File: src/tvdc_pkg.sv
// constants shared by the video digitizer control block
package tvdc_pkg;
	localparam int DATA_W = 8;
	localparam int SEL_W = 3;
	localparam int REF_BITS = 6;
	localparam int REF_COUNT = 6;
	localparam int CODE_W = 10;
	localparam int PIX_W = 24;
	localparam int FIFO_DEPTH = 8;
	// register select values
	localparam logic [2:0] CONTROL_CONFIG_SEL = 3'h0;
	localparam logic [2:0] REF_FIRST_SEL = 3'h1;
	localparam logic [2:0] REF_LAST_SEL = 3'h6;
	localparam logic [2:0] RESERVED_SEL = 3'h7;
	// control_config field positions
	localparam int SOURCE_SEL_BIT = 7;
	localparam int SYNC_SEL_HI = 6;
	localparam int SYNC_SEL_LO = 4;
	localparam int PACK_HI = 3;
	localparam int PACK_LO = 2;
	localparam int SLICE_LEVEL_BIT = 0;
	localparam logic [7:0] CONTROL_CONFIG_RESET = 8'h00;
	localparam logic [7:0] REF_RESET = 8'h00;
	// sync source codes above the six video inputs
	localparam logic [2:0] SYNC_AUX_A = 3'h6;
	localparam logic [2:0] SYNC_AUX_B = 3'h7;
	// saturation limits of a converter
	localparam logic [7:0] CODE_MIN = 8'h00;
	localparam logic [7:0] CODE_MAX = 8'hff;
	typedef enum logic [1:0] {
		TVDC_PACK_24,
		TVDC_PACK_15,
		TVDC_PACK_8_TRUE,
		TVDC_PACK_8_PSEUDO
	} tvdc_pack_t;
	// timing: fastest sample clock against the system clock
	localparam int REF_CLK_HZ = 50000000;
	localparam int MAX_SAMPLE_HZ = 15000000;
	localparam int MIN_SAMPLE_CYCLES = REF_CLK_HZ / MAX_SAMPLE_HZ;
endpackage : tvdc_pkg

File: src/tvdc_fifo.sv
// parameterised first-in first-out buffer with valid/ready on both sides
`timescale 1ns/10ps
`default_nettype none
module tvdc_fifo #(
	parameter int WIDTH = 24,
	parameter int DEPTH = 8
) (
	// clock and reset
	input wire logic ref_clk,
	input wire logic rst,
	// fill side
	input wire logic inValid,
	output logic inReady,
	input wire logic [WIDTH-1:0] inData,
	// drain side
	output logic outValid,
	input wire logic outReady,
	output logic [WIDTH-1:0] outData
);
	localparam int AW = $clog2(DEPTH);
	logic [WIDTH-1:0] mem [DEPTH];
	logic [AW:0] wrPtr;
	logic [AW:0] rdPtr;
	logic [AW:0] next_wrPtr;
	logic [AW:0] next_rdPtr;
	logic [AW:0] count;
	logic push;
	logic pop;

	// honest full and empty from the occupancy
	always_comb begin
		count = wrPtr - rdPtr;
		inReady = (count != (AW+1)'(DEPTH));
		outValid = (count != '0);
		push = inValid && inReady;
		pop = outValid && outReady;
		next_wrPtr = push ? wrPtr + 1'b1 : wrPtr;
		next_rdPtr = pop ? rdPtr + 1'b1 : rdPtr;
		outData = mem[rdPtr[AW-1:0]];
	end

	// pointers and storage
	always_ff @(posedge ref_clk) begin
		if (rst) begin
			wrPtr <= '0;
			rdPtr <= '0;
		end else begin
			wrPtr <= next_wrPtr;
			rdPtr <= next_rdPtr;
		end
		if (push) begin
			mem[wrPtr[AW-1:0]] <= inData;
		end
	end
endmodule : tvdc_fifo
`default_nettype wire

File: src/tvdc_control.sv
// control, register port and pixel output path of the triple video digitizer
`timescale 1ns/10ps
`default_nettype none
// What this block does
// - host port: 8-bit data, read and write strobes low, 3-bit select
// - host access is unrelated to sample clocks; strobes synchronised here
// - select 000 reaches the control configuration register
// - each converter yields 8-bit unsigned code saturating at 00 and ff
// - red, green and blue each sample on their own sample clock
// - control bit chooses source a or b for every converter
// - four packing modes: 24, 15, 8 true-colour, 8 pseudo-colour
// - host picks sync source; detected composite sync output as logic
// - control: source bit 7, sync 6-4, packing 3-2, bit 0 slice level
// - selects 001-110 hold reference codes, top six bits used, 111 reserved
// - zeroing high at a channel edge freezes that channel's outputs
// - pixel lines float while output enable low-active input is high
module tvdc_control
	import tvdc_pkg::*;
#(
	parameter int FIFO_WORDS = tvdc_pkg::FIFO_DEPTH
) (
	// clock and reset
	input wire logic ref_clk,
	input wire logic rst,
	// host register port
	input wire logic [tvdc_pkg::SEL_W-1:0] regSelect,
	input wire logic readStrobeN,
	input wire logic writeStrobeN,
	input wire logic [tvdc_pkg::DATA_W-1:0] hostDataIn,
	output logic [tvdc_pkg::DATA_W-1:0] hostDataOut,
	output logic hostDataOe,
	// converter sample clocks and raw results
	input wire logic redSampleClock,
	input wire logic greenSampleClock,
	input wire logic blueSampleClock,
	input wire logic signed [tvdc_pkg::CODE_W-1:0] redLevel,
	input wire logic signed [tvdc_pkg::CODE_W-1:0] greenLevel,
	input wire logic signed [tvdc_pkg::CODE_W-1:0] blueLevel,
	input wire logic zeroing,
	// analog control outputs
	output logic sourceSelectB,
	output logic [2:0] syncSelect,
	output logic syncSliceHigh,
	output logic [tvdc_pkg::REF_COUNT*tvdc_pkg::REF_BITS-1:0] refCurrentOutputs,
	// sync detection
	input wire logic [5:0] videoSyncDetN,
	input wire logic auxSyncAN,
	input wire logic auxSyncBN,
	output logic compositeSyncN,
	// pixel output
	input wire logic outputEnableN,
	input wire logic pixelReady,
	output logic [tvdc_pkg::PIX_W-1:0] pixelOut,
	output logic pixelOe,
	output logic pixelValid,
	output logic sampleOverrun
);
	import tvdc_pkg::*;

	// two strobes, select, data, three clocks, zeroing, enable, three levels, eight sync inputs
	localparam int NSYNC = 2 + SEL_W + DATA_W + 5 + 3 * CODE_W + 8;
	// first and second stages of every pin synchroniser
	logic [NSYNC-1:0] syncA;
	logic [NSYNC-1:0] syncB;
	logic [2:0] clkPrev;
	logic rdPrev;
	logic wrPrev;
	logic [2:0] latchedSel;
	logic [7:0] controlConfig;
	logic [7:0] refReg [REF_COUNT];
	logic [7:0] redSample;
	logic [7:0] greenSample;
	logic [7:0] blueSample;
	// next values
	logic [2:0] next_latchedSel;
	logic [7:0] next_controlConfig;
	logic [7:0] next_refReg [REF_COUNT];
	logic [7:0] next_redSample;
	logic [7:0] next_greenSample;
	logic [7:0] next_blueSample;
	logic [7:0] next_hostDataOut;
	logic next_overrun;
	logic [PIX_W-1:0] next_pixelOut;
	logic next_pixelValid;
	logic next_syncN;
	// synchronised views
	logic rdS;
	logic wrS;
	logic [2:0] selS;
	logic [7:0] dataS;
	logic [2:0] clkS;
	logic zeroS;
	logic oeNS;
	logic [7:0] syncInS;
	logic signed [CODE_W-1:0] redS;
	logic signed [CODE_W-1:0] greenS;
	logic signed [CODE_W-1:0] blueS;
	logic [2:0] edgeHit;
	logic rdFall;
	logic wrRise;
	logic [7:0] packR;
	logic [7:0] packG;
	logic [7:0] packB;
	logic fifoInReady;
	logic fifoOutValid;
	logic fifoPop;
	logic [PIX_W-1:0] fifoOutData;

	function automatic logic [7:0] tvdc_sat(input logic signed [CODE_W-1:0] lv);
		if (lv <= $signed({CODE_W{1'b0}})) begin
			return CODE_MIN;
		end else if (lv >= $signed({2'b00, CODE_MAX})) begin
			return CODE_MAX;
		end else begin
			return lv[7:0];
		end
	endfunction : tvdc_sat

	always_ff @(posedge ref_clk) begin
		syncA <= {readStrobeN, writeStrobeN, regSelect, hostDataIn, redSampleClock, greenSampleClock,
			blueSampleClock, zeroing, outputEnableN, redLevel, greenLevel, blueLevel,
			auxSyncBN, auxSyncAN, videoSyncDetN};
		syncB <= syncA;
	end

	// unpack synchronised pins
	assign {rdS, wrS, selS, dataS, clkS, zeroS, oeNS, redS, greenS, blueS, syncInS} = syncB;

	// per-channel edges; 15 MS/s is above three system clocks apart
	assign edgeHit = clkS & ~clkPrev;
	assign rdFall = rdPrev && !rdS;
	assign wrRise = !wrPrev && wrS;

	always_comb begin
		case (tvdc_pack_t'(controlConfig[PACK_HI:PACK_LO]))
			TVDC_PACK_24: begin
				packR = redSample;
				packG = greenSample;
				packB = blueSample;
			end
			TVDC_PACK_15: begin
				packR = {1'b0, redSample[7:3], greenSample[7:6]};
				packG = {greenSample[5:3], blueSample[7:3]};
				packB = 8'h00;
			end
			TVDC_PACK_8_TRUE: begin
				packR = {redSample[7:5], greenSample[7:5], blueSample[7:6]};
				packG = packR;
				packB = packR;
			end
			default: begin
				packR = greenSample;
				packG = greenSample;
				packB = greenSample;
			end
		endcase
	end

	// packed word enters the buffer on each green sample
	tvdc_fifo #(
		.WIDTH(PIX_W),
		.DEPTH(FIFO_WORDS)
	) pixelFifo (
		.ref_clk(ref_clk),
		.rst(rst),
		.inValid(edgeHit[1] && !zeroS),
		.inReady(fifoInReady),
		.inData({packR, packG, packB}),
		.outValid(fifoOutValid),
		.outReady(fifoPop),
		.outData(fifoOutData)
	);

	assign fifoPop = fifoOutValid && (pixelReady || !pixelValid);

	// next values of registers, samples and outputs
	always_comb begin
		next_latchedSel = latchedSel;
		next_controlConfig = controlConfig;
		next_refReg = refReg;
		next_hostDataOut = hostDataOut;
		next_redSample = redSample;
		next_greenSample = greenSample;
		next_blueSample = blueSample;
		next_pixelOut = pixelOut;
		next_pixelValid = pixelValid && !pixelReady;
		next_overrun = sampleOverrun;
		// address taken as either strobe falls
		if ((rdFall) || (wrPrev && !wrS)) begin
			next_latchedSel = selS;
		end
		if (wrRise) begin
			if (latchedSel == CONTROL_CONFIG_SEL) begin
				next_controlConfig = dataS;
			end else if (latchedSel >= REF_FIRST_SEL && latchedSel <= REF_LAST_SEL) begin
				next_refReg[latchedSel - REF_FIRST_SEL] = dataS;
			end
		end
		// read returns stored value, 111 reads zero
		if (rdFall) begin
			if (selS == CONTROL_CONFIG_SEL) begin
				next_hostDataOut = controlConfig;
			end else if (selS == RESERVED_SEL) begin
				next_hostDataOut = 8'h00;
			end else begin
				next_hostDataOut = refReg[selS - REF_FIRST_SEL];
			end
		end
		if (edgeHit[2] && !zeroS) begin
			next_redSample = tvdc_sat(redS);
		end
		if (edgeHit[1] && !zeroS) begin
			next_greenSample = tvdc_sat(greenS);
		end
		if (edgeHit[0] && !zeroS) begin
			next_blueSample = tvdc_sat(blueS);
		end
		// full buffer: the sample is dropped and flagged until reset
		if (edgeHit[1] && !zeroS && !fifoInReady) begin
			next_overrun = 1'b1;
		end
		if (fifoPop) begin
			next_pixelOut = fifoOutData;
			next_pixelValid = 1'b1;
		end
		next_syncN = syncInS[syncSelect];
	end

	// register state
	always_ff @(posedge ref_clk) begin
		clkPrev <= clkS;
		rdPrev <= rdS;
		wrPrev <= wrS;
		redSample <= next_redSample;
		greenSample <= next_greenSample;
		blueSample <= next_blueSample;
		pixelOut <= next_pixelOut;
		pixelOe <= !oeNS;
		hostDataOe <= !rdS && rdPrev ? 1'b1 : (!rdS && hostDataOe);
		hostDataOut <= next_hostDataOut;
		compositeSyncN <= next_syncN;
		if (rst) begin
			latchedSel <= CONTROL_CONFIG_SEL;
			controlConfig <= CONTROL_CONFIG_RESET;
			for (int i = 0; i < REF_COUNT; i++) begin
				refReg[i] <= REF_RESET;
			end
			pixelValid <= 1'b0;
			sampleOverrun <= 1'b0;
		end else begin
			latchedSel <= next_latchedSel;
			controlConfig <= next_controlConfig;
			refReg <= next_refReg;
			pixelValid <= next_pixelValid;
			sampleOverrun <= next_overrun;
		end
	end

	always_ff @(posedge ref_clk) begin
		sourceSelectB <= controlConfig[SOURCE_SEL_BIT];
		syncSelect <= controlConfig[SYNC_SEL_HI:SYNC_SEL_LO];
		syncSliceHigh <= controlConfig[SLICE_LEVEL_BIT];
		for (int i = 0; i < REF_COUNT; i++) begin
			refCurrentOutputs[i*REF_BITS +: REF_BITS] <= refReg[i][7:2];
		end
	end
endmodule : tvdc_control
`default_nettype wire

File: config.mk
export PLATFORM = sky130hd
export DESIGN_NAME = tvdc_control
export DESIGN_NICKNAME = d
export VERILOG_FILES = /design/src/tvdc_pkg.sv /design/src/tvdc_fifo.sv /design/src/tvdc_control.sv
export SDC_FILE = /design/constraint.sdc
export NUM_CORES = 1
export LEC_CHECK = 0
export BUFFER_PORTS_ARGS = -buffer_cell sky130_fd_sc_hd__buf_4
export CAP_MARGIN = 20
export CORE_AREA = 2 2 195 158
export CTS_BUF_LIST = sky130_fd_sc_hd__clkbuf_16
export DETAILED_ROUTE_END_ITERATION = 12
export DIE_AREA = 0 0 197 160
export PLACE_DENSITY_LB_ADDON = 0.05
export SYNTH_ARGS = -nofsm -noshare
export SYNTH_HDL_FRONTEND = slang
export SYNTH_HIERARCHICAL = 1
export SYNTH_SLANG_ARGS = --single-unit
export TNS_END_PERCENT = 50
File: constraint.sdc
create_clock -name ref_clk -period 13.38 [get_ports ref_clk]
set_clock_uncertainty 0.05 [all_clocks]
set_input_delay 1.338 -clock ref_clk [delete_from_list [all_inputs] [get_ports ref_clk]]
set_output_delay 1.338 -clock ref_clk [all_outputs]
set_load 0.005 [all_outputs]
Word level (Yosys, flattened, before mapping)
Memories as Yosys holds them, arrays and structs flattened. A register that Yosys moved wholly into a read port is not among the register bits.
Cells that the tools add are included.
{"block": "op_classes", "add_sub_neg": 5, "order_cmp": 12, "n_eq_ne": 4, "mux": 19, "n_bitwise": 5, "reduce_logical": 30}
{"cell": "$mux W8", "n": 8}
{"cell": "$bwmux W48", "n": 1}
{"cell": "$pmux W8 S3", "n": 2}
{"cell": "$ge A10 B9 Y1 const B", "n": 3}
{"cell": "$le A10 B1 Y1 const B", "n": 3}
{"cell": "$bmux W8 S3", "n": 1}
{"cell": "$demux W8 S3", "n": 1}
{"cell": "$pmux W8 S2", "n": 1}
{"cell": "$logic_and A1 B1 Y1", "n": 14}
{"cell": "$add A4 B1 Y4 const B", "n": 2}
{"cell": "$ge A4 B4 Y1 const B", "n": 2}
{"cell": "$logic_not A1 Y1", "n": 8}
{"cell": "$not A3 Y4", "n": 2}
{"cell": "$logic_not A3 Y1", "n": 2}
{"cell": "$sub A3 B1 Y3 const B", "n": 2}
{"cell": "$lt A3 B4 Y1 const B", "n": 1}
{"cell": "$lt A4 B1 Y1 const B", "n": 1}
{"cell": "$mux W1", "n": 4}
{"cell": "$ne A4 B4 Y1 const B", "n": 1}
{"cell": "$reduce_bool A4 Y1", "n": 1}
{"cell": "$sub A4 B4 Y4", "n": 1}
{"cell": "$and A3 B3 Y3", "n": 1}
{"cell": "$bmux W1 S3", "n": 1}
{"cell": "$eq A3 B3 Y1 const B", "n": 1}
{"cell": "other kinds (10)", "n": 11}
{"block": "word_totals", "reg_bits": 262, "mem_bits_rw": 192, "output_inout_bits": 78, "elab_cells": 104, "n_memories": 1}
{"memory": "pixelFifo.mem", "depth": 8, "width": 24, "read_ports": 1, "rd_ports_with_merged_regs": 1, "write_ports": 1, "line_no": "tvdc_fifo.sv:21", "text": "logic [WIDTH-1:0] mem [DEPTH];"}

Longest topological paths before layout
{"block": "logic_depth", "ltp_word": 7, "mapped_depth": 10, "mapped_depth_nobuf": 10}

Modules after synthesis
The synthesis kept the hierarchy.
{"mod": "tvdc_control", "instances": 1, "cells_each": 664, "area_per_inst_um2": 8783.4, "seq_area_each_um2": 6125.9}
{"mod": "tvdc_fifo", "instances": 1, "cells_each": 356, "area_per_inst_um2": 7853.8, "seq_area_each_um2": 5985.7}

Worst setup path before layout
No wires, ideal clock.
{"block": "synth_timing", "kind": "reg-to-reg", "startpoint": "register syncB[39]", "endpoint": "memory pixelFifo.mem[0][0] (enable)", "setup_ps": 467, "arrival_time_ps": 4101, "required_ps": 12863, "path_slack_ps": 8762, "path_stages_with_launch": 4, "path_buffers": 0, "cell_sequence": "dfxtp_1 > nor3b_1 > nand2_1 > nor4_1"}
{"block": "synth_between", "elab_chain_len": 5}
{"item": "start, declared", "line_no": "tvdc_control.sv:64", "text": "logic [NSYNC-1:0] syncB;"}
{"item": "start signal, assigned", "line_no": "tvdc_control.sv:123", "text": "syncB <= syncA;"}
{"item": "$logic_not A1 Y1", "line_no": "tvdc_control.sv:166", "text": ".inValid(edgeHit[1] && !zeroS),"}
{"item": "$logic_and A1 B1 Y1", "line_no": "tvdc_control.sv:166"}
{"item": "$logic_and A1 B1 Y1", "line_no": "tvdc_fifo.sv:35", "text": "push = inValid && inReady;"}
{"item": "$mux W1", "line_no": "tvdc_fifo.sv:51", "text": "if (push) begin"}
{"item": "$mux W1 (not written as such)", "line_no": "tvdc_fifo.sv:52", "text": "mem[wrPtr[AW-1:0]] <= inData;"}
{"item": "end, declared", "line_no": "tvdc_fifo.sv:21"}
No other way between the ends.

Worst setup path in the final report
{"block": "layout_timing", "startpoint": "register syncB[51]", "endpoint": "register hostDataOut[5] (netlist bit), data pin"}
{"block": "layout_between", "elab_chain_len": 7}
{"item": "$sub A3 B1 Y3", "line_no": "tvdc_control.sv:206", "text": "next_hostDataOut = refReg[selS - REF_FIRST_SEL];"}
{"item": "$not A3 Y4 (not written as such)", "line_no": "tvdc_control.sv:206"}
{"item": "$bmux W8 S3", "line_no": "tvdc_control.sv:206"}
{"item": "$mux W8 (not written as such) (2 in a row)", "line_no": "tvdc_control.sv:206"}
{"item": "$mux W8", "line_no": "tvdc_control.sv:203", "text": "end else if (selS == RESERVED_SEL) begin"}
{"item": "$mux W8 (*)", "line_no": "tvdc_control.sv:201", "text": "if (selS == CONTROL_CONFIG_SEL) begin"}
{"item": "end signal, assigned", "line_no": "tvdc_control.sv:240", "text": "hostDataOut <= next_hostDataOut;"}
{"item": "end, declared", "line_no": "tvdc_control.sv:30", "text": "output logic [tvdc_pkg::DATA_W-1:0] hostDataOut,"}
Every way passes the cells marked *; elsewhere a longest branch is shown, timed or not. The select of a mux whose other input is x is not followed.
A chain may end at the register's enable or synchronous reset.

==> reports/metrics.csv <==
metric,value,unit
outcome,finished clean,
CTS-repair resized insts,0,
clock buffer depth,3,
# port buffers,136,
Die Span X,197,microns
hold-fix buffer count after cts,0,
top_reg_cell synth,edfxtp_1,
Post-Place Worst Slack,10.22,ns
Yosys top cell by area,edfxtp_1,
I/O pins,137,
WL per Instance,19.6,microns
Worst VDD drop,121,uV
number of synthesized flops with an enable pin,248,
"commonest non-fill, non-tap cell in the layout",edfxtp_1,
Ys Warns,6,
clock-pin transition on the worst setup and hold timing paths,0.06,ns
Critical Path Start Type,flip-flop,
maxcap violations,0,
Layout area overhead,17.1,%
Leak Pwr,7.25,nW
post-synthesis sequential area ratio,0.728,
global-route wire length before repair,47900,microns
top post-synthesis cells by area,"edfxtp_1 45%, dfxtp_1 28%, mux4_2 7.9%",
Finished Core Util,0.654,
share of the synthesized area in the top cell type,0.448,
worst-path maximum fanout,19,
Die Area,31500,sq um
synthesized net count,1095,
Required @ worst endpoint,13.63,ns
Die Y,160,microns
final max-slew violation count,0,
#FFs+latches synth,481,
clk sink count,481,
most frequent cells in the layout,"248 x edfxtp_1, 230 x dfxtp_1, 151 x buf_4",
DRT iter0 DRCs,709,
hold crit path type,flip-flop to flip-flop,
initial core utilization,0.558,
row count,57,
number of setup buffers added after CTS,0,
worst path arrival time,3.45,ns
average size of a mapped cell,16.3,sq um
core area,29800,sq um
share of layout cells above drive strength 1,0.269,
latest clock arrival within the worst-skew pair,0.55,ns
htree depth,2,
Max Clk Rate,313,MHz
CTS tree,built,
TritonCTS buffer count,44,
DRC Markers,0,
gr usage total,0.200,
Setup TNS,0,ns
Mapped Area,16600,sq um
final setup fails,0,
RePlAce Congestion,0.836,
Mapped Cells,1020,
Nets,1251,
Setup crit end kind,flip-flop,
initial antenna violation count,1,
asr flop ratio synth,0,
crit path time final,3.20,ns
largest net degree at the start of global routing,82,
final critical-path setup slack,10.18,ns
DR pass1 iterations,7,
post-DP HPWL,19700,microns
DRT antenna net count,0,
Power Density,150,nW/um^2
Final Cycle Share,0.239,
# diodes,0,
grt total ovfl,0,
drt via density,5.44,
Post-Route WL,31200,microns
Worst-Margin Slew,1.10,ns
vias,8665,
Yosys cell types,54,
critical path type,flip-flop to flip-flop,
RSZ-0062 raised after global routing,false,
Root Driver,clkbuf_16,
Layout fillers,2161,
max_slew headroom,0.266,
Final Hold Viols,0,
vias in the first global route,8533,
## layout make-up
class / instances / area [sq um] / area share
clock buffer: 47 / 1180 / 0.0604
sequential: 481 / 12100 / 0.622
tap: 383 / 479 / 0.0246
timing repair buffer: 156 / 1170 / 0.0600
multi-input combinational: 471 / 4290 / 0.220
inverter: 22 / 82.6 / 0.00424
clock inverter: 34 / 174 / 0.00893
## kinds of logic (layout without fill, tap and decap cells)
family	count (synthesis)	after routing	share of synthesized area
AO/OA/AOI/OAI	128	128	0.0490
XOR/XNOR	3	3	0.00241
adder cells (fa/ha/maj)	16	16	0.0120
buffers and inverters	68	259	0.0177
flip-flops	481	481	0.728
multiplexers	135	135	0.127
AND/OR/NAND/NOR	189	189	0.0640
## Yosys cell counts (2+ instances only)
cell	count
edfxtp_1	248
dfxtp_1	233
mux4_2	58
nand2b_1	51
mux2i_1	50
a21oi_1	43
nor2_1	38
nand2_1	35
clkbuf_1	28
mux2_2	27
inv_1	21
nor2b_1	18
o21a_1	18
a22oi_1	16
ha_1	16
o21ai_0	16
buf_2	13
o21ai_1	11
nor4_1	10
a221o_1	7
nand3_1	7
nor3b_1	5
nand3b_1	4
nor3_1	4
or3_1	4
a31oi_1	3
o211ai_1	3
buf_4	2
buf_6	2
nand4_1	2
nor3_2	2
o31ai_1	2
or4_1	2
## critical path, stage by stage (launching register included)
cell and delay [ns]:
dfxtp_1 1.04, inv_1 0.17, ha_1 0.75, mux4_2 0.58
a221o_1 0.35
## metrics by stage
step	hold slack (ns)	power (mW)	instances	cell area [sq um]
after floorplan	0.260	1.72	1020	16600
after global routing	0.279	3.01	1594	19500
after CTS	0.274	2.94	1589	19500
after global placement	0.261	1.78	1508	18100
after detailed placement	0.262	1.78	1508	18100
final	0.274	2.91	1594	19500
## worst paths after layout
| check | cells past startpoint | end | slack [ns] | from |
|---|---|---|---|---|
| min | 0 | syncB[34]$_DFF_P_ | 0.27 | syncA[34]$_DFF_P_ |
| max reg2reg | 4 | hostDataOut[5]$_DFFE_PP_ | 10.18 | syncB[51]$_DFF_P_ |
| max | 4 | hostDataOut[5]$_DFFE_PP_ | 10.18 | syncB[51]$_DFF_P_ |
| min reg2reg | 0 | syncB[34]$_DFF_P_ | 0.27 | syncA[34]$_DFF_P_ |
## flip-flops by register name, summed over array words and instances, names as in the netlist, 24 cells and up, named ones only
| signal | count |
|---|---|
| refCurrentOutputs | 36 |
| syncA | 56 |
| pixelFifo/mem | 192 |
| pixelOut | 24 |
| syncB | 56 |
| refReg | 48 |
## where the power goes
group | switching [mW] | internal (mW) | total (mW)
Combinational | 0.0752 | 0.0601 | 0.135
Sequential | 0.0186 | 1.60 | 1.62
Clock | 0.510 | 0.652 | 1.16
## per-layer routing
metal	GRT usage	share of wire
met5	0	0
met4	0.0550	0.017
met3	0.0418	0.064
met2	0.292	0.44
met1	0.308	0.48
No activity file was read; power rests on OpenSTA's default activity.
